[src/rtl/sdw_pkg.sv]
package sdw_pkg;

  localparam int FRAME_BITS = 16;
  localparam int CODE_BITS = 8;
  localparam int MODE_BITS = 2;
  localparam int CNT_BITS = 5;

  // Frame field positions
  localparam int MODE_MSB = 13;
  localparam int MODE_LSB = 12;
  localparam int CODE_MSB = 11;
  localparam int CODE_LSB = 4;

  localparam logic [CNT_BITS-1:0] LAST_BIT = 5'h0F;
  localparam logic [CNT_BITS-1:0] CNT_RESET = 5'h00;
  localparam logic [FRAME_BITS-1:0] SHIFT_RESET = 16'h0000;
  localparam logic [CODE_BITS-1:0] CODE_RESET = 8'h00;

  // Host timing limits, kept for reference by the bench
  localparam int SYNC_HIGH_NS_HI_SUPPLY = 33;
  localparam int SYNC_HIGH_NS_LO_SUPPLY = 50;
  localparam int SCLK_MAX_MHZ = 30;
  localparam int CLOCK_PERIOD_NS = 25;
  localparam int SYNC_HIGH_CYC_HI = (SYNC_HIGH_NS_HI_SUPPLY + CLOCK_PERIOD_NS - 1) / CLOCK_PERIOD_NS;
  localparam int SYNC_HIGH_CYC_LO = (SYNC_HIGH_NS_LO_SUPPLY + CLOCK_PERIOD_NS - 1) / CLOCK_PERIOD_NS;

  typedef enum logic [1:0] {
    SDW_MODE_NORMAL = 2'h0,
    SDW_MODE_PD_1K = 2'h1,
    SDW_MODE_PD_100K = 2'h2,
    SDW_MODE_PD_OPEN = 2'h3
  } sdw_mode_t;

  typedef enum logic [1:0] {
    SDW_ST_IDLE = 2'h0,
    SDW_ST_SHIFT = 2'h1,
    SDW_ST_DONE = 2'h2
  } sdw_state_t;

  typedef struct packed {
    logic frame_n;
    logic data;
  } sdw_serial_t;

  typedef struct packed {
    logic [CODE_BITS-1:0] code;
    sdw_mode_t mode;
  } sdw_word_t;

  typedef struct packed {
    logic amp_enable;
    logic pull_1k;
    logic pull_100k;
    logic output_open;
  } sdw_analog_t;

  // Normal mode after reset; with code zero the output sits at 0 V
  localparam sdw_analog_t ANALOG_RESET = '{amp_enable: 1'b1, pull_1k: 1'b0,
    pull_100k: 1'b0, output_open: 1'b0};

endpackage

[src/rtl/sdw_out_stage.sv]
`timescale 1ns/1ps
module sdw_out_stage
  import sdw_pkg::*;
(
  input wire logic clock,
  input wire logic rst_n,
  input sdw_pkg::sdw_mode_t mode,
  output sdw_pkg::sdw_analog_t analog_ctl
);
  import sdw_pkg::*;

  typedef struct packed {
    sdw_analog_t ctl;
  } sdw_out_state_t;

  sdw_out_state_t state;
  sdw_out_state_t next_state;

  function automatic sdw_analog_t decode_mode(input sdw_mode_t m);
    sdw_analog_t a;
    a = '0;
    unique case (m)
      SDW_MODE_NORMAL: a.amp_enable = 1'b1;
      SDW_MODE_PD_1K: a.pull_1k = 1'b1;
      SDW_MODE_PD_100K: a.pull_100k = 1'b1;
      SDW_MODE_PD_OPEN: a.output_open = 1'b1;
    endcase
    return a;
  endfunction

  always_comb
  begin
    next_state.ctl = decode_mode(mode);
  end

  // Reset value matches normal mode, driving 0 V
  always_ff @(negedge clock or negedge rst_n)
  begin
    if (!rst_n)
    begin
      state <= '{ctl: ANALOG_RESET};
    end
    else
    begin
      state <= next_state;
    end
  end

  assign analog_ctl = state.ctl;

endmodule

[src/rtl/sdw_write_port.sv]
`timescale 1ns/1ps
// Summary of operation
// Frame line low opens a frame and arms the shift register.
// Each falling serial clock edge in a frame shifts one data bit in.
// Sixteenth falling edge takes last bit and applies code and mode at once.
// After the sixteenth edge the host may hold frame low or raise it.
// Host holds frame high at least 33 ns or 50 ns between frames.
// Host may park frame low between frames to save power.
// Bits 13:12 give mode, 11:4 give code, others are ignored.
// Host sends most significant bit first.
// Mode 00 normal, 01 1k pull, 10 100k pull, 11 open output.
// Frame rising before sixteenth edge discards frame, nothing changes.
// Power-up clears code register; output stays 0 V until valid frame.
// Power-down modes detach amplifier, select pull or open, stop analog.
// Power-down leaves the stored code untouched; here a power-down frame still loads code from bits 11:4.
// Code is straight binary 0 to 255, output supply times code over 256.
// Host keeps serial clock at or below 30 MHz; the bench clock has a 25 ns period, which is 40 MHz.
// Byte-oriented hosts keep frame low across both bytes.
// Standard port hosts use clock polarity 0, phase 1.
// DSP hosts make own clock, active-low frame, 16-bit words.
// After sixteenth edge ignore clocks until frame returns high.
// Code and mode update together at the same capture point.
module sdw_write_port
  import sdw_pkg::*;
(
  input wire logic clock,
  input wire logic rst_n,
  input sdw_pkg::sdw_serial_t serial_in,
  output logic [sdw_pkg::CODE_BITS-1:0] dac_code,
  output sdw_pkg::sdw_mode_t dac_mode,
  output sdw_pkg::sdw_analog_t analog_output,
  output logic update_pulse,
  output logic frame_busy
);
  import sdw_pkg::*;

  // Serial clock is the block clock; frame level is sampled on its falling edge.
  // A frame raised and lowered between two falling edges is not seen as a break.
  typedef struct packed {
    sdw_state_t fsm;
    logic [CNT_BITS-1:0] count;
    logic [FRAME_BITS-1:0] shift;
    sdw_word_t word;
    logic update;
  } sdw_core_t;

  localparam sdw_core_t CORE_RESET = '{
    fsm: SDW_ST_IDLE,
    count: CNT_RESET,
    shift: SHIFT_RESET,
    word: '{code: CODE_RESET, mode: SDW_MODE_NORMAL},
    update: 1'b0
  };

  sdw_core_t state;
  sdw_core_t next_state;
  wire [FRAME_BITS-1:0] shifted;
  sdw_word_t captured;
  logic frame_open;
  logic accepting;
  logic last_edge;

  // Code sits mid-frame; the edge bits are don't-care
  function automatic logic [CODE_BITS-1:0] code_field(input logic [FRAME_BITS-1:0] word_in);
    return word_in[CODE_MSB:CODE_LSB];
  endfunction

  // Explicit decode keeps every mode code visible
  function automatic sdw_mode_t mode_field(input logic [FRAME_BITS-1:0] word_in);
    sdw_mode_t m;
    m = SDW_MODE_NORMAL;
    unique case (word_in[MODE_MSB:MODE_LSB])
      2'h0:
      begin
        m = SDW_MODE_NORMAL;
      end
      2'h1:
      begin
        m = SDW_MODE_PD_1K;
      end
      2'h2:
      begin
        m = SDW_MODE_PD_100K;
      end
      2'h3:
      begin
        m = SDW_MODE_PD_OPEN;
      end
    endcase
    return m;
  endfunction

  function automatic logic is_last(input logic [CNT_BITS-1:0] count);
    return count == LAST_BIT;
  endfunction

  // Wraps to zero on the completing edge; a parked frame then stays done until the frame line goes high
  function automatic logic [CNT_BITS-1:0] next_count(input logic [CNT_BITS-1:0] count);
    logic [CNT_BITS-1:0] result;
    if (is_last(count))
    begin
      result = CNT_RESET;
    end
    else
    begin
      result = CNT_BITS'(count + 5'h01);
    end
    return result;
  endfunction

  // States that still take serial bits; an illegal code takes none
  function automatic logic takes_bits(input sdw_state_t fsm);
    logic result;
    result = 1'b0;
    unique case (fsm)
      SDW_ST_IDLE:
      begin
        result = 1'b1;
      end
      SDW_ST_SHIFT:
      begin
        result = 1'b1;
      end
      SDW_ST_DONE:
      begin
        result = 1'b0;
      end
      default:
      begin
        result = 1'b0;
      end
    endcase
    return result;
  endfunction

  // Busy only while bits are still owed; the finished state reads as idle
  function automatic logic busy_state(input sdw_state_t fsm);
    return fsm == SDW_ST_SHIFT;
  endfunction

  // Each bit takes its lower neighbour, so the first bit sent ends at the top
  assign shifted[0] = serial_in.data;
  for (genvar gi = 1; gi < FRAME_BITS; gi++)
  begin : g_shift
    assign shifted[gi] = state.shift[gi-1];
  end

  assign frame_open = !serial_in.frame_n;
  assign accepting = frame_open && takes_bits(state.fsm);
  assign last_edge = accepting && is_last(state.count);
  assign captured = '{code: code_field(shifted), mode: mode_field(shifted)};

  always_comb
  begin
    next_state = state;
    next_state.update = 1'b0;
    if (!frame_open)
    begin
      // High frame line aborts or closes any frame
      next_state.fsm = SDW_ST_IDLE;
      next_state.count = CNT_RESET;
      next_state.shift = SHIFT_RESET;
    end
    else
    begin
      unique case (state.fsm)
        SDW_ST_IDLE, SDW_ST_SHIFT:
        begin
          next_state.shift = shifted;
          next_state.count = next_count(state.count);
          if (last_edge)
          begin
            // Whole word lands in one register write
            next_state.word = captured;
            next_state.update = 1'b1;
            next_state.fsm = SDW_ST_DONE;
          end
          else
          begin
            next_state.fsm = SDW_ST_SHIFT;
          end
        end
        SDW_ST_DONE:
        begin
          // Parked frame line keeps the finished word; later clocks are ignored
          next_state.fsm = SDW_ST_DONE;
        end
        default:
        begin
          next_state.fsm = SDW_ST_IDLE;
          next_state.count = CNT_RESET;
        end
      endcase
    end
  end

  // Only power-on reset clears the code; a frame selecting a power-down mode still loads its bits 11:4 as the code
  always_ff @(negedge clock or negedge rst_n)
  begin
    if (!rst_n)
    begin
      state <= CORE_RESET;
    end
    else
    begin
      state <= next_state;
    end
  end

  // Outputs come straight from the state flops
  assign dac_code = state.word.code;
  assign dac_mode = state.word.mode;
  assign update_pulse = state.update;
  assign frame_busy = busy_state(state.fsm);

  sdw_out_stage u_out_stage (
    .clock(clock),
    .rst_n(rst_n),
    .mode(next_state.word.mode),
    .analog_ctl(analog_output)
  );

endmodule

[config.mk]
export PLATFORM = sky130hd
export DESIGN_NAME = sdw_write_port
export DESIGN_NICKNAME = d
export VERILOG_FILES = /design/src/rtl/sdw_pkg.sv /design/src/rtl/sdw_out_stage.sv /design/src/rtl/sdw_write_port.sv
export SDC_FILE = /design/constraint.sdc
export NUM_CORES = 1
export LEC_CHECK = 0
export BUFFER_PORTS_ARGS = -buffer_cell sky130_fd_sc_hd__buf_2
export CAP_MARGIN = 20
export CORE_ASPECT_RATIO = 1.75
export CORE_MARGIN = 1.5
export CORE_UTILIZATION = 35
export DETAILED_ROUTE_END_ITERATION = 8
export PLACE_DENSITY_LB_ADDON = 0.25
export SYNTH_ARGS = -nofsm -noshare
export SYNTH_HDL_FRONTEND = slang
export SYNTH_SLANG_ARGS = --single-unit
export TNS_END_PERCENT = 100
[constraint.sdc]
create_clock -name clock -period 3.8 [get_ports clock]
set_input_delay 0.38 -clock clock [delete_from_list [all_inputs] [get_ports clock]]
set_output_delay 0.38 -clock clock [all_outputs]
set_load 0.05 [all_outputs]
# Yosys cells after proc, flatten, opt, wreduce, memory -nomap -nowiden
# Cells that the tools add are included.
# op_classes
add_sub_neg	1
n_eq_ne	10
n_mux	14
bitwise_logic	1
n_reduce_logical	9
# ops
operator	count
$mux W27	1
$mux W23	1
$mux W11	1
$eq A2 B2 Y1 const B	5
$pmux W5 S2	1
$pmux W2 S4	1
$eq A2 B1 Y1 const B	3
$logic_not A2 Y1	3
$add A5 B1 Y5 const B	1
$eq A5 B4 Y1 const B	1
$mux W1	5
$mux W5	1
$pmux W2 S2	1
$mux W3	1
$reduce_and A3 Y1	1
$logic_and A1 B1 Y1	2
$mux W2	1
$ne A2 B2 Y1 const B	1
$reduce_bool A2 Y1	1
$reduce_or A2 Y1	1
$logic_not A1 Y1	1
$not A1 Y1	1
# totals
register_bits	37
in_bits	4
word_cells	45

# Depth between registers and ports, before layout
# Gate-level depths: netlist of the first run.
# depth
depth_word	10
depth_mapped	6

# By module
# From an unflattened synthesis of the first run, not the netlist that was laid out.
# unflattened
hier_cells	119
area_unflattened_um2	1496.4
# by_module_without_submodules
module	instances	cells_per_inst	area_per_inst_um2	seq_area_each_um2
sdw_write_port	1	110	1365.1	775.7
sdw_out_stage	1	9	131.4	101.3

==> reports/metrics.csv, run 1 <==
stage,metric,value,unit
logic_synthesis,syn_area_per_cell,12.2,µm²
routing,antenna-violating nets left,0,
clock_network,Post-CTS Hold Fix Bufs,0,
timing,worst slew pin tran,0.745,ns
final_layout,fillers,434,
logic_synthesis,post-synth top area share,54.3,%
die,die span in x,53.6,µm
worst_setup_path,Crit path arrival time,3.08,ns
final_layout,ant diodes,0,
logic_synthesis,sequential element share of the synthesized area,55.9,%
die,Starting Density,35.9,%
timing,Final Hold Viols,0,
timing,Final WS setup,0.338,ns
final_layout,Reg area,877,µm²
final_layout,Multi-input gate area,547,µm²
logic_synthesis,"area leader, netlist",dfrtn_1,
timing,Setup-failing EPs final,0,
die,Die ar.,4910,µm²
final_layout,share of layout cells above drive strength 1,30.5,%
logic_synthesis,simple-gate portion of the synthesized area,12.1,%
clock_network,Longest Clk Path Bufs,2,
worst_setup_path,flop2flop setup slack,1.94,ns
placement,pre-CTS WS,0.210,ns
worst_setup_path,FF-to-FF Start,state[27]$_DFFE_NN0P_,
final_layout,# nets final,145,
logic_synthesis,post-synthesis mux area share,20.0,%
logic_synthesis,adder-cell share of the synthesized area,0.798,%
placement,dpl hpwl,1710,µm
logic_synthesis,most frequent cells after synthesis,"dfrtn_1, mux2i_1, nor2_1, buf_4, nand2_1",
final_layout,area growth from synthesis to layout,10.9,%
global_routing,pin count of the biggest net entering global routing,36,
min_path,Worst Hold Path EP,dac_code[4]$_DFFE_NN0P_,
timing,clock skew,0.0571,ns
power,leakage power,0.875,nW
logic_synthesis,post-synthesis cell count,128,
clock_network,clk root buf,clkbuf_8,
routing,First DRT Iteration DRCs,15,
global_routing,Total GRT Usage,12.3,%
placement,# port buffers,19,
routing,Avg WL per Cell,13.0,µm
global_routing,global-route wire length before repair,4260,µm
clock_network,post-CTS setup buffers,0,
die,Die H,91.5,µm
global_routing,gr ovfl total,0,
logic_synthesis,ys flop type,dfrtn_1,
routing,DRC,0,
die,I/O pin total,20,
routing,drt via density,4.80,
clock_network,clock slew at reported path FFs,0.05,ns
worst_setup_path,worst path required time,3.42,ns
clock_network,"Clk Latency, worst-skew pair",0.34,ns
die,std cell rows,32,
logic_synthesis,XOR/XNOR Fraction of Synth Area,0,%
timing,setup TNS,0,ns
min_path,Hold Path Class,flop to flop,
timing,RSZ-0062 raised after global routing,no,
clock_network,cts bufs inserted,5,
worst_setup_path,CP Capture Type,primary output,
clock_network,clk sinks,35,
clock_network,Post-CTS Resized,0,
min_path,Min-Delay Startpoint,dac_code[4]$_DFFE_NN0P_,
worst_setup_path,Worst Path Max Fanout,5,
logic_synthesis,synthesized area,1570,µm²
timing,Slew HR,50.4,%
power,PD cells,435,nW/µm²
logic_synthesis,Post-Syn Nets,133,
logic_synthesis,most frequent cell after synthesis,dfrtn_1,
logic_synthesis,largest family of logic cells by synthesized area,multiplexers,
logic_synthesis,largest cells by area after synthesis,"dfrtn_1, mux2i_1, buf_4",
global_routing,initial antenna violation count,0,
worst_setup_path,r2r endpoint,dac_mode[0]$_DFF_NN0_,
global_routing,vias in the first global route,885,
min_path,Worst Hold Depth,1,
worst_setup_path,crit path kind,flop to primary output,
routing,via count,921,
logic_synthesis,post-synth cell types,24,
timing,Max Slew Vio Count,0,
logic_synthesis,Syn. warnings,0,
power,Peak VDD IR,0.000247,V
logic_synthesis,"FFs w/ async S/R, synth",100,%
logic_synthesis,number of synthesized flops with an enable pin,0,
clock_network,CTS tree,built,
placement,Placer Congestion,0.698,
logic_synthesis,number of synthesized register bits,35,
clock_network,htree depth,2,
outcome,status,completed,
flow_run,max-cap check violation count,0,
worst_setup_path,Reg2Reg Depth,4,
die,Core Area,4360,µm²
worst_setup_path,startpoint type of the worst setup path,flop,
routing,first drt pass iteration count,4,
routing,DRT Wirelength,2490,µm
logic_synthesis,Compound-Gate Fraction of Synth Area,2.08,%
==> logic make-up after synthesis <==
family                   after synthesis
AO/OA/AOI/OAI                          6
adder cells (fa/ha/maj)                1
buffers and inverters                 20
flip-flops                            35
multiplexers                          28
AND/OR/NAND/NOR                       38
==> per-layer routing <==
layer	share of wire (%)	wire (µm)	up-vias	GRT usage [%]
li1	-	-	440	-
met1	40	989	453	14.3
met2	52	1290	22	18.5
met3	5.6	139	6	4.28
met4	2.9	73	0	7.69
met5	0	0	-	0
==> per-stage QoR <==
step	area (µm²)	instances	power (mW)	utilization (%)	hold slack (ns)
after floorplan	1570	128	0.406	-	0.424
after global placement	1610	184	0.418	37.0	0.449
after detailed placement	1610	184	0.419	37.0	0.456
after CTS	1740	192	0.771	39.8	0.456
after global routing	1740	192	0.788	39.8	0.468
final	1740	192	0.756	39.8	0.451
==> worst max-delay path, stage by stage, from the launching register on <==
cell and delay (ns):
dfrtn_1 0.47, nor2b_1 0.15, buf_2 0.27
==> state kept, by name, indices dropped and copies added (netlist names) <==
name                    cells
shifted                     5
dac_code                    8
captured                    8
update_pulse                1
dac_mode                    2
u_out_stage.analog_ctl      4
state                       7
==> final cells by class <==
type	count	share of cell area, %
Tap cell	51	3.67
Timing Repair Buffer	21	6.34
Multi-Input combinational cell	73	31.5
Sequential cell	35	50.5
Clock buffer	7	6.84
Clock inverter	2	0.576
Inverter	3	0.648
==> cells in the final DEF (no fill, tap or decap) <==
cell	n
clkbuf_8	5
mux2_4	5
nor2b_1	1
a21oi_1	2
nand2b_1	5
nand2_1	7
dfstp_2	1
buf_2	19
mux2_2	6
o21ai_0	3
ha_1	1
nand3b_1	1
clkbuf_16	2
nand3_1	2
nor2_1	17
buf_4	2
o211ai_1	1
dfrtn_1	34
or4_4	1
mux2i_1	17
inv_4	1
nor3b_1	3
inv_1	4
or4b_2	1
==> worst max path at each step <==
stage                                    from                 endpoint  cells past startpoint
after global placement           serial_in[1]  dac_code[5]$_DFFE_NN0P_                      3
after floorplan           state[33]$_DFF_NN0_               frame_busy                      2
after CTS                 state[32]$_DFF_NN0_               frame_busy                      2
after global routing      state[32]$_DFF_NN0_               frame_busy                      2
after detailed placement         serial_in[1]    dac_mode[0]$_DFF_NN0_                      3
final                     state[32]$_DFF_NN0_               frame_busy                      2
==> report_power, final <==
part | switching, mW | internal, mW | leakage [nW]
clock network | 0.137 | 0.210 | 0.0704
logic | 0.0171 | 0.00705 | 0.326
registers | 0.00414 | 0.380 | 0.479
total | 0.159 | 0.597 | 0.875
Note: power is estimated with default switching activity, not from simulation.
==> run 2: changes to the inputs <==
CORE_UTILIZATION = 43   (was 35)
MAX_ROUTING_LAYER = met4   (was not set)
REMOVE_ABC_BUFFERS = 1   (was not set)
==> run 2 against run 1 <==
Non-clock buffer count stayed put. Worst setup slack better by 0.0021 ns. Core utilization is 9.3 points higher. Flip-flop and latch count stayed put. Clock skew is 0.0093 ns lower. Largest power group unchanged. Clock power is 27% lower. Sequential share of layout area is 1.5 points higher. Register-to-register slack hardly changed. Critical path depth stayed put.
==> reports/metrics.csv, run 2 (synthesis gave the netlist of run 1 again) <==
stage,metric,value,unit,change
placement,pre-CTS WS,0.207,ns,-0.00242 ns
die,Starting Density,45.7,%,+9.7 points
final_layout,fillers,342,,-21%
die,Core Area,3430,µm²,-21%
global_routing,initial antenna violation count,0,,unchanged
final_layout,most frequent cells in the layout,"dfrtn_1, buf_2, nor2_1, mux2i_1, nand2_1",,
worst_setup_path,Worst Path Max Fanout,5,,unchanged
final_layout,Final Util,49.1,%,+9.3 points
global_routing,Total GRT Usage,13.5,%,+1.2 points
routing,DRC,0,,unchanged
clock_network,clk root buf,clkbuf_8,,
worst_setup_path,WP depth,2,,unchanged
timing,Final Hold Viols,0,,unchanged
final_layout,share of layout cells above drive strength 1,29.1,%,-1.4 points
worst_setup_path,worst path required time,3.42,ns,about the same
clock_network,cts bufs inserted,5,,unchanged
outcome,status,completed,,
power,leakage power,0.852,nW,-2.6%
power,Sequential Power Share,58.2,%,+7.4 points
clock_network,post-CTS setup buffers,0,,unchanged
clock_network,Post-CTS Hold Fix Bufs,0,,unchanged
placement,Placed Cells incl. Taps,178,,-3.3%
routing,First DRT Iteration DRCs,19,,+4
placement,Placer Congestion,0.819,,+17%
power,Peak VDD IR,0.000312,V,+26%
routing,via count,897,,-2.6%
clock_network,htree depth,2,,unchanged
final_layout,# nets final,145,,unchanged
worst_setup_path,"CP delay by family, top",flip-flops,,
clock_network,Post-CTS Resized,0,,unchanged
power,Sw Share,21.7,%,+0.77 points
placement,# port buffers,19,,unchanged
routing,DRT Wirelength,2340,µm,-5.8%
worst_setup_path,Reg2Reg Depth,4,,unchanged
die,Die ar.,4030,µm²,-18%
min_path,Worst Hold Depth,1,,unchanged
final_layout,Finished Layout Cells,186,,-3.1%
power,Comb power frac,3.6,%,+0.4 points
worst_setup_path,Crit path arrival time,3.08,ns,about the same
worst_setup_path,startpoint type of the worst setup path,flop,,
timing,Slew HR,50.2,%,-0.19 points
worst_setup_path,CP Capture Type,primary output,,
timing,Setup-failing EPs final,0,,unchanged
timing,Max Slew Vio Count,0,,unchanged
routing,antenna-violating nets left,0,,unchanged
timing,RSZ-0062 raised after global routing,no,,
clock_network,"Clk Latency, worst-skew pair",0.33,ns,about the same
min_path,Hold Path Class,flop to flop,,
global_routing,global-route wire length before repair,4090,µm,-4.1%
power,PD cells,392,nW/µm²,-10%
global_routing,gr ovfl total,0,,unchanged
clock_network,clk sinks,35,,unchanged
timing,worst slew pin tran,0.747,ns,+0.00281 ns
final_layout,ant diodes,0,,unchanged
die,Die H,82.9,µm,-9.5%
routing,Avg WL per Cell,12.6,µm,-2.7%
flow_run,max-cap check violation count,0,,unchanged
clock_network,CTS tree,built,,
timing,setup TNS,0,ns,unchanged
die,die span in x,48.6,µm,-9.2%
final_layout,"commonest non-fill, non-tap cell in the layout",dfrtn_1,,
timing,Final WS setup,0.340,ns,+0.00213 ns
power,Pint,0.517,mW,-13%
worst_setup_path,CP max stage cell,dfrtn_1,,
die,I/O pin total,20,,unchanged
worst_setup_path,critical-path cell list,"nor2b_1, buf_2",,
timing,final hold slack,0.448,ns,-0.00264 ns
worst_setup_path,crit path kind,flop to primary output,,
routing,first drt pass iteration count,3,,-1
timing,clock skew,0.0479,ns,-0.00928 ns
power,NetSw,0.144,mW,-9.4%
worst_setup_path,CP max stage delay,0.48,ns,about the same
global_routing,vias in the first global route,919,,+3.8%
die,std cell rows,28,,-13%
clock_network,clock slew at reported path FFs,0.05,ns,about the same
final_layout,area growth from synthesis to layout,7.58,%,
worst_setup_path,crit path buf inv count,1,,unchanged
global_routing,pin count of the biggest net entering global routing,36,,unchanged
power,Clock power frac,38.3,%,-7.7 points
clock_network,Longest Clk Path Bufs,2,,unchanged
routing,drt via density,4.82,,+0.54%
run 2: changes by cell type in the layout (fill, tap and decap cells not counted), sizes merged:
cell    change
clkinv      +1
inv         -1
run 2: area by class of cell:
cell class                 instances  area, µm²  share of cell area [%]
clock buffer                       7       76.3                    4.53
clock inverter                     2       8.76                   0.519
inverter                           3       11.3                   0.668
multi-input combinational         73        547                    32.4
sequential                        35        877                    52.0
tap                               45       56.3                    3.34
timing repair buffer              21        110                    6.53
run 2: routing by layer:
layer,wire length (µm),GRT usage (%),vias up
li1,-,-,438
met1,944,14.2,438
met2,1270,22.2,17
met3,83,2.70,4
met4,48,9.35,0
met5,0,-,-
run 2: worst paths after layout:
check                                       from                       to  slack [ns]
hold / removal             state[27]$_DFFE_NN0P_    state[27]$_DFFE_NN0P_        0.45
setup / recovery             state[32]$_DFF_NN0_               frame_busy        0.34
hold reg to reg            state[27]$_DFFE_NN0P_    state[27]$_DFFE_NN0P_        0.45
max in group asynchronous                  rst_n  captured[5]$_DFFE_NN0P_        1.35
min in group asynchronous                  rst_n  dac_code[2]$_DFFE_NN0P_        1.95
setup reg to reg           state[27]$_DFFE_NN0P_    dac_mode[0]$_DFF_NN0_        1.94
run 2: power groups by stage:
| stage | Combinational, mW | Sequential [mW] | Clock [mW] |
|---|---|---|---|
| 2_1_floorplan | 0.0101 | 0.390 | 0.00329 |
| 4_1_cts | 0.0246 | 0.384 | 0.266 |
| 5_1_grt | 0.0283 | 0.385 | 0.279 |
| 3_5_place_dp | 0.0245 | 0.391 | 0.00329 |
| 6_report | 0.0235 | 0.384 | 0.253 |
| 3_3_place_gp | 0.0241 | 0.390 | 0.00329 |
run 2: worst register-to-register path: stages (launching register included):
cell and delay [ns]:
dfrtn_1 0.44, ha_1 0.21, nand3_1 0.12, or4_4 0.58
mux2_4 0.35
run 2: stage by stage:
stage / total power [mW] / instance area, µm²
3_3_place_gp: 0.418 / 1610
4_1_cts: 0.675 / 1690
3_5_place_dp: 0.418 / 1610
5_1_grt: 0.692 / 1690
6_report: 0.661 / 1690
2_1_floorplan: 0.403 / 1440
